### config.mk
export PLATFORM = sky130hd
export DESIGN_NAME = ctx_can_tx
export DESIGN_NICKNAME = d
export VERILOG_FILES = /design/src/ctx_tx_slot.v /design/src/ctx_can_tx.v
export VERILOG_INCLUDE_DIRS = /design/src /design/src/src
export SDC_FILE = /design/constraint.sdc
export NUM_CORES = 1
export LEC_CHECK = 0
export BUFFER_PORTS_ARGS = -buffer_cell sky130_fd_sc_hd__buf_2
export CORE_MARGIN = 2
export CORE_UTILIZATION = 26
export CTS_CLUSTER_SIZE = 28
export DETAILED_ROUTE_END_ITERATION = 8
export PLACE_DENSITY = 0.47
export SYNTH_ARGS = -nofsm -noshare
export SYNTH_HDL_FRONTEND = slang
export SYNTH_SLANG_ARGS = --single-unit
### constraint.sdc
create_clock -name ref_clk -period 9.2 [get_ports ref_clk]
set_input_delay 1.84 -clock ref_clk [delete_from_list [all_inputs] [get_ports ref_clk]]
set_output_delay 1.84 -clock ref_clk [all_outputs]
set_load 0.005 [all_outputs]
### src/ctx_regs.vh
// register map, field positions, reset values and frame constants of the can transmit block
`ifndef CTX_REGS_VH
`define CTX_REGS_VH

// ************************************************************
// register byte offsets (wishbone byte address, one word each)
// ************************************************************
`define CTX_OFS_CTRL0 8'h00
`define CTX_OFS_CTRL1 8'h04
`define CTX_OFS_BTR0 8'h08
`define CTX_OFS_BTR1 8'h0C
`define CTX_OFS_RFLG 8'h10
`define CTX_OFS_RIER 8'h14
`define CTX_OFS_TFLG 8'h18
`define CTX_OFS_TIER 8'h1C
`define CTX_OFS_TARQ 8'h20
`define CTX_OFS_TAAK 8'h24
`define CTX_OFS_TBSEL 8'h28
`define CTX_OFS_IDAC 8'h2C
// filter code 0x40..0x5C, filter mask 0x60..0x7C, selected by adr[7:6]
`define CTX_FILT_PAGE 2'h1
// shared transmit window 0x80..0xBC, selected by adr[7:6]
`define CTX_WIN_PAGE 2'h2

// ************************************************************
// field positions
// ************************************************************
`define CTX_CTRL0_INIT_REQ 0
`define CTX_CTRL0_SLEEP_REQ 1
`define CTX_CTRL0_TIME 3
`define CTX_CTRL1_INIT_ACK 0
`define CTX_CTRL1_SLEEP_ACK 1

// ************************************************************
// slot layout: 13 message bytes, priority, two stamp bytes
// ************************************************************
`define CTX_SLOT_BYTES 16
`define CTX_MSG_BYTES 4'hD
`define CTX_WIN_RANK 4'hD
`define CTX_WIN_TSH 4'hE
`define CTX_WIN_TSL 4'hF

// ************************************************************
// reset values
// ************************************************************
`define CTX_RST_INIT_REQ 1'b1
`define CTX_RST_EMPTY 1'b1
`define CTX_RST_BYTE 8'h00
`define CTX_RST_SEL 3'h0

// ************************************************************
// frame timing: start bit plus 13 bytes, and bit period terms
// ************************************************************
`define CTX_FRAME_BITS 7'h69
`define CTX_SEG_EXTRA 5'h03

`endif

### src/ctx_tx_slot.v
// one transmit slot: message bytes, local priority, time stamp, empty and abort-ack flags
`timescale 1ns/10ps
`include "ctx_regs.vh"

module ctx_tx_slot #(
   parameter BYTES = `CTX_SLOT_BYTES
) (
   // clock and reset
   input wire clk,
   input wire rst,
   input wire init,
   // bus side
   input wire wr_en,
   input wire [3:0] wr_idx,
   input wire [7:0] wr_data,
   input wire clr_empty,
   input wire [3:0] bus_idx,
   output wire [7:0] bus_byte,
   // engine side
   input wire set_empty,
   input wire set_abort_ack,
   input wire ts_load,
   input wire [15:0] ts_val,
   input wire [3:0] eng_idx,
   output wire [7:0] eng_byte,
   // status
   output wire [7:0] rank,
   output wire empty,
   output wire abort_ack
);

   reg [7:0] mem_r [0:BYTES-1];
   reg empty_r;
   reg abort_ack_r;
   integer i;

   assign bus_byte = mem_r[bus_idx];
   assign eng_byte = mem_r[eng_idx];
   assign rank = mem_r[`CTX_WIN_RANK];
   assign empty = empty_r;
   assign abort_ack = abort_ack_r;

   always @(posedge clk) begin
      if (rst) begin
         for (i = 0; i < BYTES; i = i + 1) begin
            mem_r[i] <= `CTX_RST_BYTE;
         end
         empty_r <= `CTX_RST_EMPTY;
         abort_ack_r <= 1'b0;
      end else begin
         if (wr_en) begin
            mem_r[wr_idx] <= wr_data;
         end
         if (ts_load) begin
            mem_r[`CTX_WIN_TSH] <= ts_val[15:8];
            mem_r[`CTX_WIN_TSL] <= ts_val[7:0];
         end
         // hardware set beats a software clear in the same cycle
         if (init) begin
            empty_r <= `CTX_RST_EMPTY;
            abort_ack_r <= 1'b0;
         end else if (set_empty) begin
            empty_r <= 1'b1;
            abort_ack_r <= set_abort_ack;
         end else if (clr_empty) begin
            empty_r <= 1'b0;
            abort_ack_r <= 1'b0;
         end
      end
   end

endmodule

### src/ctx_can_tx.v
// can controller transmit side: three queued slots, priority pick, serial send, init handshake
//
// Implementation choices: the address map and the Wishbone register port.
`timescale 1ns/10ps
`include "ctx_regs.vh"

// Function
// - three independent transmit slots, sent back to back from the queue
// - each slot holds a 13-byte message: identifier, control bits, data
// - each slot has an 8-bit local priority; best ready slot goes first
// - two more bytes per slot hold a time stamp when stamping is on
// - empty flag set by hardware marks a free slot; software picks only those
// - the selected slot appears in one shared transmit window
// - software loads then clears empty; clearing marks slot ready to send
// - entering init aborts transfer and drops bus synchronisation at once
// - in init the transmit pin is forced recessive immediately
// - in init the engine halts but registers remain accessible
// - init returns control, flag, enable, abort and select registers to default
// - bit timing and filter registers writable only in init mode
// - init request crosses to engine through a handshake; ack after all took it
// - ack comes at least two bus plus three engine cycles after request
// - init acknowledge sets only when every part has entered init
// - clearing init request is ignored until init acknowledge is set
// - time stamp counter is held at zero while init mode is active
module ctx_can_tx #(
   parameter SLOTS = 3,
   parameter FILT_REGS = 16
) (
   // clock and reset
   input wire ref_clk,
   input wire rst,
   // wishbone slave
   input wire wb_cyc_i,
   input wire wb_stb_i,
   input wire wb_we_i,
   input wire [7:0] wb_adr_i,
   input wire [3:0] wb_sel_i,
   input wire [31:0] wb_dat_i,
   output reg [31:0] wb_dat_o,
   output reg wb_ack_o,
   // can transceiver
   input wire can_rx_pin,
   output reg can_tx_pin
);

   localparam ST_IDLE = 1'b0;
   localparam ST_SEND = 1'b1;

   // ************************************************************
   // declarations
   // ************************************************************
   reg init_req_r;
   reg sleep_req_r;
   reg time_en_r;
   reg sleep_ack_r;
   reg can_s1_r;
   reg can_s2_r;
   reg can_init_r;
   reg ack_s1_r;
   reg ack_s2_r;
   reg init_ack_r;
   reg [7:0] btr0_r;
   reg [7:0] btr1_r;
   reg [7:0] rflg_r;
   reg [7:0] rier_r;
   reg [2:0] tier_r;
   reg [2:0] arq_r;
   reg [2:0] sel_r;
   reg [7:0] idac_r;
   reg [7:0] filt_r [0:FILT_REGS-1];
   reg rx_s1_r;
   reg rx_s2_r;
   reg eng_st_r;
   reg [1:0] eng_slot_r;
   reg [6:0] bit_idx_r;
   reg [11:0] bit_cnt_r;
   reg [15:0] ts_cnt_r;
   reg [7:0] rd_byte;
   reg pick_ok;
   reg [1:0] pick_idx;
   reg [7:0] best;
   reg [7:0] win_byte;
   reg [7:0] eng_byte;
   reg [2:0] sel_nxt;
   integer k;
   integer f;

   wire init_active;
   wire halt;
   wire wb_req;
   wire wr;
   wire win_hit;
   wire filt_hit;
   wire [3:0] filt_idx;
   wire [3:0] win_idx;
   wire win_wr;
   wire [2:0] empty;
   wire [2:0] aak;
   wire [2:0] rdy;
   wire [2:0] abort_go;
   wire [2:0] done_vec;
   wire [23:0] rank_flat;
   wire [23:0] bus_flat;
   wire [23:0] eng_flat;
   wire [6:0] tq_w;
   wire [4:0] seg_w;
   wire [11:0] period_w;
   wire tick;
   wire [6:0] data_bit;
   wire [3:0] eng_idx;
   wire tx_bit;
   wire frame_end;
   wire lost_arb;

   // ************************************************************
   // wishbone decode
   // ************************************************************
   assign wb_req = wb_cyc_i & wb_stb_i & ~wb_ack_o;
   assign wr = wb_req & wb_we_i & wb_sel_i[0];
   assign win_hit = (wb_adr_i[7:6] == `CTX_WIN_PAGE);
   assign filt_hit = (wb_adr_i[7:6] == `CTX_FILT_PAGE);
   assign filt_idx = wb_adr_i[5:2];
   assign win_idx = wb_adr_i[5:2];
   // stamp bytes are read-only, and only a free selected slot takes data
   assign win_wr = wr & win_hit & (win_idx < `CTX_WIN_TSH) & ((sel_r & empty) != 3'h0);
   assign init_active = init_req_r & init_ack_r;
   // the pin and engine react to the request itself, not to the slower ack
   assign halt = init_req_r | can_init_r;

   always @(posedge ref_clk) begin
      if (rst) begin
         wb_ack_o <= 1'b0;
         wb_dat_o <= 32'h0;
      end else begin
         wb_ack_o <= wb_req;
         if (wb_req) begin
            wb_dat_o <= {24'h0, rd_byte};
         end
      end
   end

   always @* begin
      win_byte = bus_flat[7:0];
      for (k = 0; k < SLOTS; k = k + 1) begin
         if (sel_r[k]) begin
            win_byte = bus_flat[k*8 +: 8];
         end
      end
      rd_byte = 8'h0;
      if (win_hit) begin
         rd_byte = win_byte;
      end else if (filt_hit) begin
         rd_byte = filt_r[filt_idx];
      end else begin
         case (wb_adr_i)
            `CTX_OFS_CTRL0: rd_byte = {4'h0, time_en_r, 1'b0, sleep_req_r, init_req_r};
            `CTX_OFS_CTRL1: rd_byte = {6'h0, sleep_ack_r, init_ack_r};
            `CTX_OFS_BTR0: rd_byte = btr0_r;
            `CTX_OFS_BTR1: rd_byte = btr1_r;
            `CTX_OFS_RFLG: rd_byte = rflg_r;
            `CTX_OFS_RIER: rd_byte = rier_r;
            `CTX_OFS_TFLG: rd_byte = {5'h0, empty};
            `CTX_OFS_TIER: rd_byte = {5'h0, tier_r};
            `CTX_OFS_TARQ: rd_byte = {5'h0, arq_r};
            `CTX_OFS_TAAK: rd_byte = {5'h0, aak};
            `CTX_OFS_TBSEL: rd_byte = {5'h0, sel_r};
            `CTX_OFS_IDAC: rd_byte = idac_r;
            default: rd_byte = 8'h0;
         endcase
      end
   end

   // ************************************************************
   // selection: lowest free slot among those written as one
   // ************************************************************
   always @* begin
      sel_nxt = 3'h0;
      for (k = SLOTS - 1; k >= 0; k = k - 1) begin
         if (wb_dat_i[k] & empty[k]) begin
            sel_nxt = 3'h0;
            sel_nxt[k] = 1'b1;
         end
      end
   end

   // ************************************************************
   // control and configuration registers
   // ************************************************************
   always @(posedge ref_clk) begin
      if (rst) begin
         init_req_r <= `CTX_RST_INIT_REQ;
         sleep_req_r <= 1'b0;
         time_en_r <= 1'b0;
         rflg_r <= `CTX_RST_BYTE;
         rier_r <= `CTX_RST_BYTE;
         tier_r <= 3'h0;
         sel_r <= `CTX_RST_SEL;
         btr0_r <= `CTX_RST_BYTE;
         btr1_r <= `CTX_RST_BYTE;
         idac_r <= `CTX_RST_BYTE;
         for (f = 0; f < FILT_REGS; f = f + 1) begin
            filt_r[f] <= `CTX_RST_BYTE;
         end
      end else begin
         if (wr && wb_adr_i == `CTX_OFS_CTRL0) begin
            // a clear is only honoured once the ack confirms init mode
            if (wb_dat_i[`CTX_CTRL0_INIT_REQ] || init_ack_r) begin
               init_req_r <= wb_dat_i[`CTX_CTRL0_INIT_REQ];
            end
         end
         if (init_active) begin
            sleep_req_r <= 1'b0;
            time_en_r <= 1'b0;
            rflg_r <= `CTX_RST_BYTE;
            rier_r <= `CTX_RST_BYTE;
            tier_r <= 3'h0;
            sel_r <= `CTX_RST_SEL;
            if (wr && wb_adr_i == `CTX_OFS_BTR0) begin
               btr0_r <= wb_dat_i[7:0];
            end
            if (wr && wb_adr_i == `CTX_OFS_BTR1) begin
               btr1_r <= wb_dat_i[7:0];
            end
            if (wr && wb_adr_i == `CTX_OFS_IDAC) begin
               idac_r <= wb_dat_i[7:0];
            end
            if (wr && filt_hit) begin
               filt_r[filt_idx] <= wb_dat_i[7:0];
            end
         end else begin
            // configuration writes fall through here and are dropped
            if (wr && wb_adr_i == `CTX_OFS_CTRL0) begin
               sleep_req_r <= wb_dat_i[`CTX_CTRL0_SLEEP_REQ];
               time_en_r <= wb_dat_i[`CTX_CTRL0_TIME];
            end
            if (wr && wb_adr_i == `CTX_OFS_RFLG) begin
               rflg_r <= rflg_r & ~wb_dat_i[7:0];
            end
            if (wr && wb_adr_i == `CTX_OFS_RIER) begin
               rier_r <= wb_dat_i[7:0];
            end
            if (wr && wb_adr_i == `CTX_OFS_TIER) begin
               tier_r <= wb_dat_i[2:0];
            end
            if (wr && wb_adr_i == `CTX_OFS_TBSEL) begin
               sel_r <= sel_nxt;
            end
         end
      end
   end

   // abort requests stand until the slot reads empty
   always @(posedge ref_clk) begin
      if (rst || init_active) begin
         arq_r <= 3'h0;
      end else if (wr && wb_adr_i == `CTX_OFS_TARQ) begin
         arq_r <= (arq_r | wb_dat_i[2:0]) & ~empty;
      end else begin
         arq_r <= arq_r & ~empty;
      end
   end

   // ************************************************************
   // init handshake: three engine-side stages, three back to the bus side
   // ************************************************************
   always @(posedge ref_clk) begin
      if (rst) begin
         can_s1_r <= 1'b0;
         can_s2_r <= 1'b0;
         can_init_r <= 1'b0;
         ack_s1_r <= 1'b0;
         ack_s2_r <= 1'b0;
         init_ack_r <= 1'b0;
      end else begin
         can_s1_r <= init_req_r;
         can_s2_r <= can_s1_r;
         can_init_r <= can_s2_r;
         ack_s1_r <= can_init_r;
         ack_s2_r <= ack_s1_r;
         init_ack_r <= ack_s2_r & init_req_r;
      end
   end

   // ************************************************************
   // transmit slots
   // ************************************************************
   genvar g;
   generate
      for (g = 0; g < SLOTS; g = g + 1) begin : slot
         ctx_tx_slot #(
            .BYTES(`CTX_SLOT_BYTES)
         ) u_slot (
            .clk(ref_clk),
            .rst(rst),
            .init(init_active),
            .wr_en(win_wr & sel_r[g]),
            .wr_idx(win_idx),
            .wr_data(wb_dat_i[7:0]),
            .clr_empty(wr && wb_adr_i == `CTX_OFS_TFLG && wb_dat_i[g]),
            .bus_idx(win_idx),
            .bus_byte(bus_flat[g*8 +: 8]),
            .set_empty(done_vec[g] | abort_go[g]),
            .set_abort_ack(abort_go[g]),
            .ts_load(done_vec[g] & time_en_r),
            .ts_val(ts_cnt_r),
            .eng_idx(eng_idx),
            .eng_byte(eng_flat[g*8 +: 8]),
            .rank(rank_flat[g*8 +: 8]),
            .empty(empty[g]),
            .abort_ack(aak[g])
         );
         assign rdy[g] = ~empty[g] & ~arq_r[g];
         assign abort_go[g] = arq_r[g] & ~empty[g] & ~(eng_st_r == ST_SEND && eng_slot_r == g);
         assign done_vec[g] = frame_end & (eng_slot_r == g);
      end
   endgenerate

   // lowest priority value wins, ties go to the lower slot
   always @* begin
      pick_ok = 1'b0;
      pick_idx = 2'h0;
      best = 8'hFF;
      for (k = 0; k < SLOTS; k = k + 1) begin
         if (rdy[k] && (!pick_ok || rank_flat[k*8 +: 8] < best)) begin
            pick_ok = 1'b1;
            pick_idx = k[1:0];
            best = rank_flat[k*8 +: 8];
         end
      end
   end

   // ************************************************************
   // bit timing, time stamp counter and serial engine
   // ************************************************************
   assign tq_w = {1'b0, btr0_r[5:0]} + 7'h01;
   assign seg_w = {1'b0, btr1_r[3:0]} + {2'h0, btr1_r[6:4]} + `CTX_SEG_EXTRA;
   assign period_w = {5'h0, tq_w} * {7'h0, seg_w};
   assign tick = (bit_cnt_r == period_w - 12'h001);
   assign data_bit = bit_idx_r - 7'h01;
   assign eng_idx = data_bit[6:3];
   always @* begin
      eng_byte = eng_flat[7:0];
      for (k = 0; k < SLOTS; k = k + 1) begin
         if (eng_slot_r == k) begin
            eng_byte = eng_flat[k*8 +: 8];
         end
      end
   end
   // start bit is dominant, then message bytes msb first; no stuffing or crc here
   assign tx_bit = (bit_idx_r == 7'h00) ? 1'b0 : eng_byte[3'h7 - data_bit[2:0]];
   assign frame_end = (eng_st_r == ST_SEND) & tick & (bit_idx_r == `CTX_FRAME_BITS - 7'h01) & ~halt;
   // the pin register plus two input stages lag three cycles; a bit lasts at least three cycles
   assign lost_arb = (eng_st_r == ST_SEND) & tick & tx_bit & ~rx_s2_r;

   always @(posedge ref_clk) begin
      if (rst) begin
         rx_s1_r <= 1'b1;
         rx_s2_r <= 1'b1;
      end else begin
         rx_s1_r <= can_rx_pin;
         rx_s2_r <= rx_s1_r;
      end
   end

   always @(posedge ref_clk) begin
      if (rst || can_init_r) begin
         ts_cnt_r <= 16'h0;
      end else if (tick) begin
         ts_cnt_r <= ts_cnt_r + 16'h0001;
      end
   end

   always @(posedge ref_clk) begin
      if (rst || halt) begin
         eng_st_r <= ST_IDLE;
         eng_slot_r <= 2'h0;
         bit_idx_r <= 7'h00;
         bit_cnt_r <= 12'h000;
         can_tx_pin <= 1'b1;
         sleep_ack_r <= 1'b0;
      end else begin
         bit_cnt_r <= tick ? 12'h000 : bit_cnt_r + 12'h001;
         sleep_ack_r <= sleep_req_r & (eng_st_r == ST_IDLE);
         case (eng_st_r)
            ST_IDLE: begin
               can_tx_pin <= 1'b1;
               bit_idx_r <= 7'h00;
               // next frame starts after one idle cycle while slots stay ready
               if (pick_ok && !sleep_req_r) begin
                  eng_st_r <= ST_SEND;
                  eng_slot_r <= pick_idx;
                  bit_cnt_r <= 12'h000;
               end
            end
            ST_SEND: begin
               can_tx_pin <= tx_bit;
               if (lost_arb || frame_end) begin
                  eng_st_r <= ST_IDLE;
                  can_tx_pin <= 1'b1;
               end else if (tick) begin
                  bit_idx_r <= bit_idx_r + 7'h01;
               end
            end
            default: eng_st_r <= ST_IDLE;
         endcase
      end
   end

endmodule

==> Implementation_results.wiki <==
{| class="wikitable"
! Metric !! Value
|-
| Fraction of layout instances using a drive strength above 1 || 15.7%
|-
| Count of flip-flops with a built-in enable after synthesis || 512
|-
| Bufs on Longest Clock Path || 3
|-
| Biggest fanout along the worst timing path || 11
|-
| Post-Route Setup TNS || 0 ns
|-
| CP Data Required Time || 9.46 ns
|-
| CTS tree || done
|-
| I/O pin count || 84
|-
| Most frequently used flop master after synthesis || sky130_fd_sc_hd__edfxtp_1
|-
| Fin Clk Skew || roughly 0.018 ns
|-
| Number of remaining DRC errors || 0
|-
| Total number of nets in the final design || approximately 3000
|-
| Detailed-route wire length per cell || 25.4 um
|-
| Unrepaired setup endpoints after global routing || false
|-
| Pwr Total || approximately 6.5 mW
|-
| Maximum vdd drop || between 0.0001 and 0.00015 V
|-
| Minimum clock period || ~7.2 ns
|-
| Most common cell on crit path || sky130_fd_sc_hd__ha_1
|-
| Vias in the first global route || 23400
|-
| Maximum level of the CTS H-tree || 3
|-
| Cell count after placement || around 4500
|-
| Kind of critical path || reg -> reg
|-
| Last weighted congestion value of the routability-driven placer || around 0.87
|-
| Final wirelength || about 120 mm
|-
| Launching element type of the critical path || flip-flop
|-
| CP top delay family || adder cells
|-
| Utilization after layout || roughly 29%
|-
| Count of TritonRoute iterations in the first routing pass || 6
|-
| Highest Clock Rate || 140 MHz
|-
| Number of vias after detailed routing || 24000
|-
| Sequential fraction of the synthesis area || 50.6%
|-
| Type of the tightest min-delay check || reg -> reg
|-
| Total congestion overflow || 0
|-
| Area of all placed cells without fillers || between 30000 and 40000 sq um
|-
| Clk pin slew, worst setup/hold paths || about 0.06 ns
|-
| Post-synthesis cell area || 34900 sq um
|-
| Filler cell count || about 14000
|-
| Maximum number of pins on one net before global-route repair || 82
|-
| Floorplan core area || roughly 130000 sq um
|-
| CP max-delay cell || sky130_fd_sc_hd__o21bai_1
|-
| Final Hold Viols || 0
|-
| Count of placed standard cells in the final layout, fillers left out || approximately 4700
|-
| Clock insertion delay at the later pin of the skew report || roughly 0.64 ns
|-
| Max_cap viols || 0
|-
| Buf+Inv Stages, Crit Path || 4
|-
| Placed cell areas || about 37000 sq um
|-
| Die outline width || between 300 and 400 um
|-
| Setup WS pre-CTS || between 2 and 2.5 ns
|-
| # clock sinks || 627
|-
| Starting density of the core || a little over a quarter
|-
| Critical-path cell list || inv_1, ha_1, inv_1, ha_1, fa_1, xor2_1, nand2_1, ha_1, fa_1, fa_1, inv_1, ha_1, a21o_1, a211oi_1, o21bai_1, a21o_1, a21oi_1, xnor2_1, a2111oi_2, buf_4, and3_1, nand2_1, o21bai_1
|-
| Die footprint || 137000 sq um
|-
| Quantity of gates resized following cts || 0
|-
| Clock root buffer master || sky130_fd_sc_hd__clkbuf_16
|-
| Per-instance average area after synthesis || 11.9 sq um
|-
| Crit path setup slack, layout || roughly 2.0 ns
|-
| Setup slack of the most critical reg-to-reg path || slightly above 2 ns
|-
| Post-synth cell types || 82
|-
| Global-route wire length before repair || 172 mm
|-
| Post-DRT Antenna Nets || 0
|-
| Initial antenna violation count || 3
|-
| Share of the clock period used by the worst path after layout || between 70% and 80%
|-
| GRT Total Usage || roughly 17%
|-
| Hpwl dp || 76.2 mm
|-
| Slew @ Worst Pin || 1.25 ns
|-
| Number of buffers inserted for hold repair after clock tree synthesis || 0
|-
| Synthesized instance count || about 2900
|-
| Number of warnings issued by yosys || 0
|-
| Slowest Stage Delay on Critical Path || between 0.6 and 0.7 ns
|-
| Area added between synthesis and finish || 11.5%
|-
| Overall die height || approximately 370 um
|-
| P_leak || roughly 15 nW
|-
| Power per cell area || 168 nW/um^2
|-
| Flop and latch count out of synthesis || around 630
|-
| Async set or reset register ratio after synthesis || 0%
|-
| Number of buffers inserted by post-CTS setup repair || 0
|-
| Initial drt markers || between 2000 and 2500
|-
| Routed vias/inst || between 5 and 6
|-
| IO Port Bufs || 32
|-
| Setup violators final || 0
|-
| Min Hold Slack || between 0.4 and 0.5 ns
|-
| Num CTS Buffers || between 70 and 80
|-
| Run status || completed
|-
| Crit path arrival time || between 7 and 8 ns
|-
| Kind of capture point of the worst setup path || flip-flop
|-
| Max-slew violations || 0
|-
| Worst max-slew margin expressed relative to the limit || about 16%
|-
| Cell row count || roughly 130
|}
## layout by cell type, fill, tap and decap left out, drive strengths merged, types with 43 or more instances in the layout
master  synthesis  routed
nand3          97      97
buf            90      94
and2          240     240
mux4          189     189
nor2          143     143
nand2         256     256
ha             48      48
edfxtp        512     512
dfxtp         115     115
and3          313     313
clkbuf        208     101
inv            50      53
a21o           43      43
mux2i         132     132
a21oi          66      66
## logic make-up after synthesis
group | Yosys count | synth area share, %
DFF | 627 | 50.6
AOI/OAI and AO/OA | 285 | 5.75
adders and majority gates | 67 | 2.81
other | 1 | 0.0107
and+or+nand+nor | 1241 | 19.1
buffers and inverters | 349 | 4.33
xor gates and xnor gates | 47 | 1.20
muxes | 328 | 16.2
## final cells by class
cell class | instances | area, sq um | share of cell area [%]
timing repair buffer | 94 | 657 | 1.69
clock buffer | 101 | 2020 | 5.20
antenna | 1 | 2.50 | 0.00643
multi-input combinational | 1992 | 15900 | 40.8
sequential | 627 | 17700 | 45.4
inverter | 51 | 191 | 0.492
clock inverter | 33 | 275 | 0.707
tap | 1768 | 2210 | 5.68
## flip-flops by register name (all words and copies together) (netlist names), 7 cells and up
register           cells
slot.u_slot.mem_r    384
filt_r               128
ts_cnt_r              16
bit_cnt_r             12
btr0_r                 8
btr1_r                 8
idac_r                 8
rflg_r                 8
rier_r                 8
wb_dat_o               8
bit_idx_r              7
## synth_stat cells, types with 7 or more instances
| cell type | count | area share, % |
|---|---|---|
| sky130_fd_sc_hd__buf_1 | 27 | 0.29 |
| sky130_fd_sc_hd__buf_4 | 34 | 0.73 |
| sky130_fd_sc_hd__a31oi_1 | 12 | 0.22 |
| sky130_fd_sc_hd__edfxtp_1 | 512 | 44 |
| sky130_fd_sc_hd__mux2_2 | 7 | 0.23 |
| sky130_fd_sc_hd__nor3_1 | 37 | 0.53 |
| sky130_fd_sc_hd__and2_1 | 239 | 4.3 |
| sky130_fd_sc_hd__o31ai_1 | 13 | 0.28 |
| sky130_fd_sc_hd__nand4_1 | 23 | 0.41 |
| sky130_fd_sc_hd__xnor2_1 | 22 | 0.55 |
| sky130_fd_sc_hd__nand3_1 | 97 | 1.4 |
| sky130_fd_sc_hd__a311oi_1 | 12 | 0.30 |
| sky130_fd_sc_hd__a2111oi_0 | 9 | 0.23 |
| sky130_fd_sc_hd__nor4_1 | 7 | 0.13 |
| sky130_fd_sc_hd__a21o_1 | 43 | 0.92 |
| sky130_fd_sc_hd__or2_2 | 30 | 0.54 |
| sky130_fd_sc_hd__a211oi_1 | 7 | 0.15 |
| sky130_fd_sc_hd__inv_1 | 50 | 0.54 |
| sky130_fd_sc_hd__fa_1 | 19 | 1.1 |
| sky130_fd_sc_hd__ha_1 | 48 | 1.7 |
| sky130_fd_sc_hd__nor2b_1 | 23 | 0.41 |
| sky130_fd_sc_hd__a21oi_1 | 66 | 0.95 |
| sky130_fd_sc_hd__a22oi_1 | 23 | 0.49 |
| sky130_fd_sc_hd__and3_1 | 313 | 5.6 |
| sky130_fd_sc_hd__buf_2 | 23 | 0.33 |
| sky130_fd_sc_hd__clkbuf_1 | 208 | 2.2 |
| sky130_fd_sc_hd__a221oi_1 | 10 | 0.25 |
| sky130_fd_sc_hd__or3_1 | 12 | 0.22 |
| sky130_fd_sc_hd__mux4_2 | 189 | 12 |
| sky130_fd_sc_hd__dfxtp_1 | 115 | 6.6 |
| sky130_fd_sc_hd__xor2_1 | 24 | 0.60 |
| sky130_fd_sc_hd__nand2_1 | 256 | 2.8 |
| sky130_fd_sc_hd__o21ai_0 | 30 | 0.43 |
| sky130_fd_sc_hd__mux2i_1 | 132 | 3.8 |
| sky130_fd_sc_hd__nand2b_1 | 33 | 0.59 |
| sky130_fd_sc_hd__nor2_1 | 143 | 1.5 |
## final timing paths
check | from | endpoint | cells past startpoint
max | btr1_r[1] | slot[2].u_slot.mem_r[15][0] | 23
min | rx_s1_r | rx_s2_r | 1
max reg2reg | btr1_r[1] | slot[2].u_slot.mem_r[15][0] | 23
min reg2reg | rx_s1_r | rx_s2_r | 1
## metal layers
metal	track usage [%]	wire (um)	share of wire, %	vias to the layer above
li1	-	-	-	10700
met1	24.1	53300	45	12300
met2	27.1	55100	46	825
met3	2.55	6900	5.8	163
met4	4.85	3390	2.9	2
met5	0	7	0.0059	-
## power by group
group	internal, mW	switching [mW]	leakage (nW)	total, mW
clock	1.63	1.24	1.12	2.88
sequential	3.14	0.0478	6.17	3.19
combinational	0.160	0.298	8.00	0.459
total	4.94	1.59	15.3	6.53
## worst reg2reg max path, stage by stage (launching register included)
cell                        delay [ns]
sky130_fd_sc_hd__dfxtp_1          0.38
sky130_fd_sc_hd__inv_1            0.06
sky130_fd_sc_hd__ha_1             0.27
sky130_fd_sc_hd__inv_1            0.04
sky130_fd_sc_hd__ha_1             0.21
sky130_fd_sc_hd__fa_1             0.44
sky130_fd_sc_hd__xor2_1           0.48
sky130_fd_sc_hd__nand2_1          0.12
sky130_fd_sc_hd__ha_1             0.33
sky130_fd_sc_hd__fa_1             0.48
sky130_fd_sc_hd__fa_1             0.49
sky130_fd_sc_hd__inv_1            0.04
sky130_fd_sc_hd__ha_1             0.31
sky130_fd_sc_hd__a21o_1           0.21
sky130_fd_sc_hd__a211oi_1         0.24
sky130_fd_sc_hd__o21bai_1         0.14
sky130_fd_sc_hd__a21o_1           0.20
sky130_fd_sc_hd__a21oi_1          0.18
sky130_fd_sc_hd__xnor2_1          0.11
sky130_fd_sc_hd__a2111oi_2        0.39
sky130_fd_sc_hd__buf_4            0.28
sky130_fd_sc_hd__and3_1           0.47
sky130_fd_sc_hd__nand2_1          0.28
sky130_fd_sc_hd__o21bai_1         0.68
Note: power is estimated with default switching activity, not from simulation.
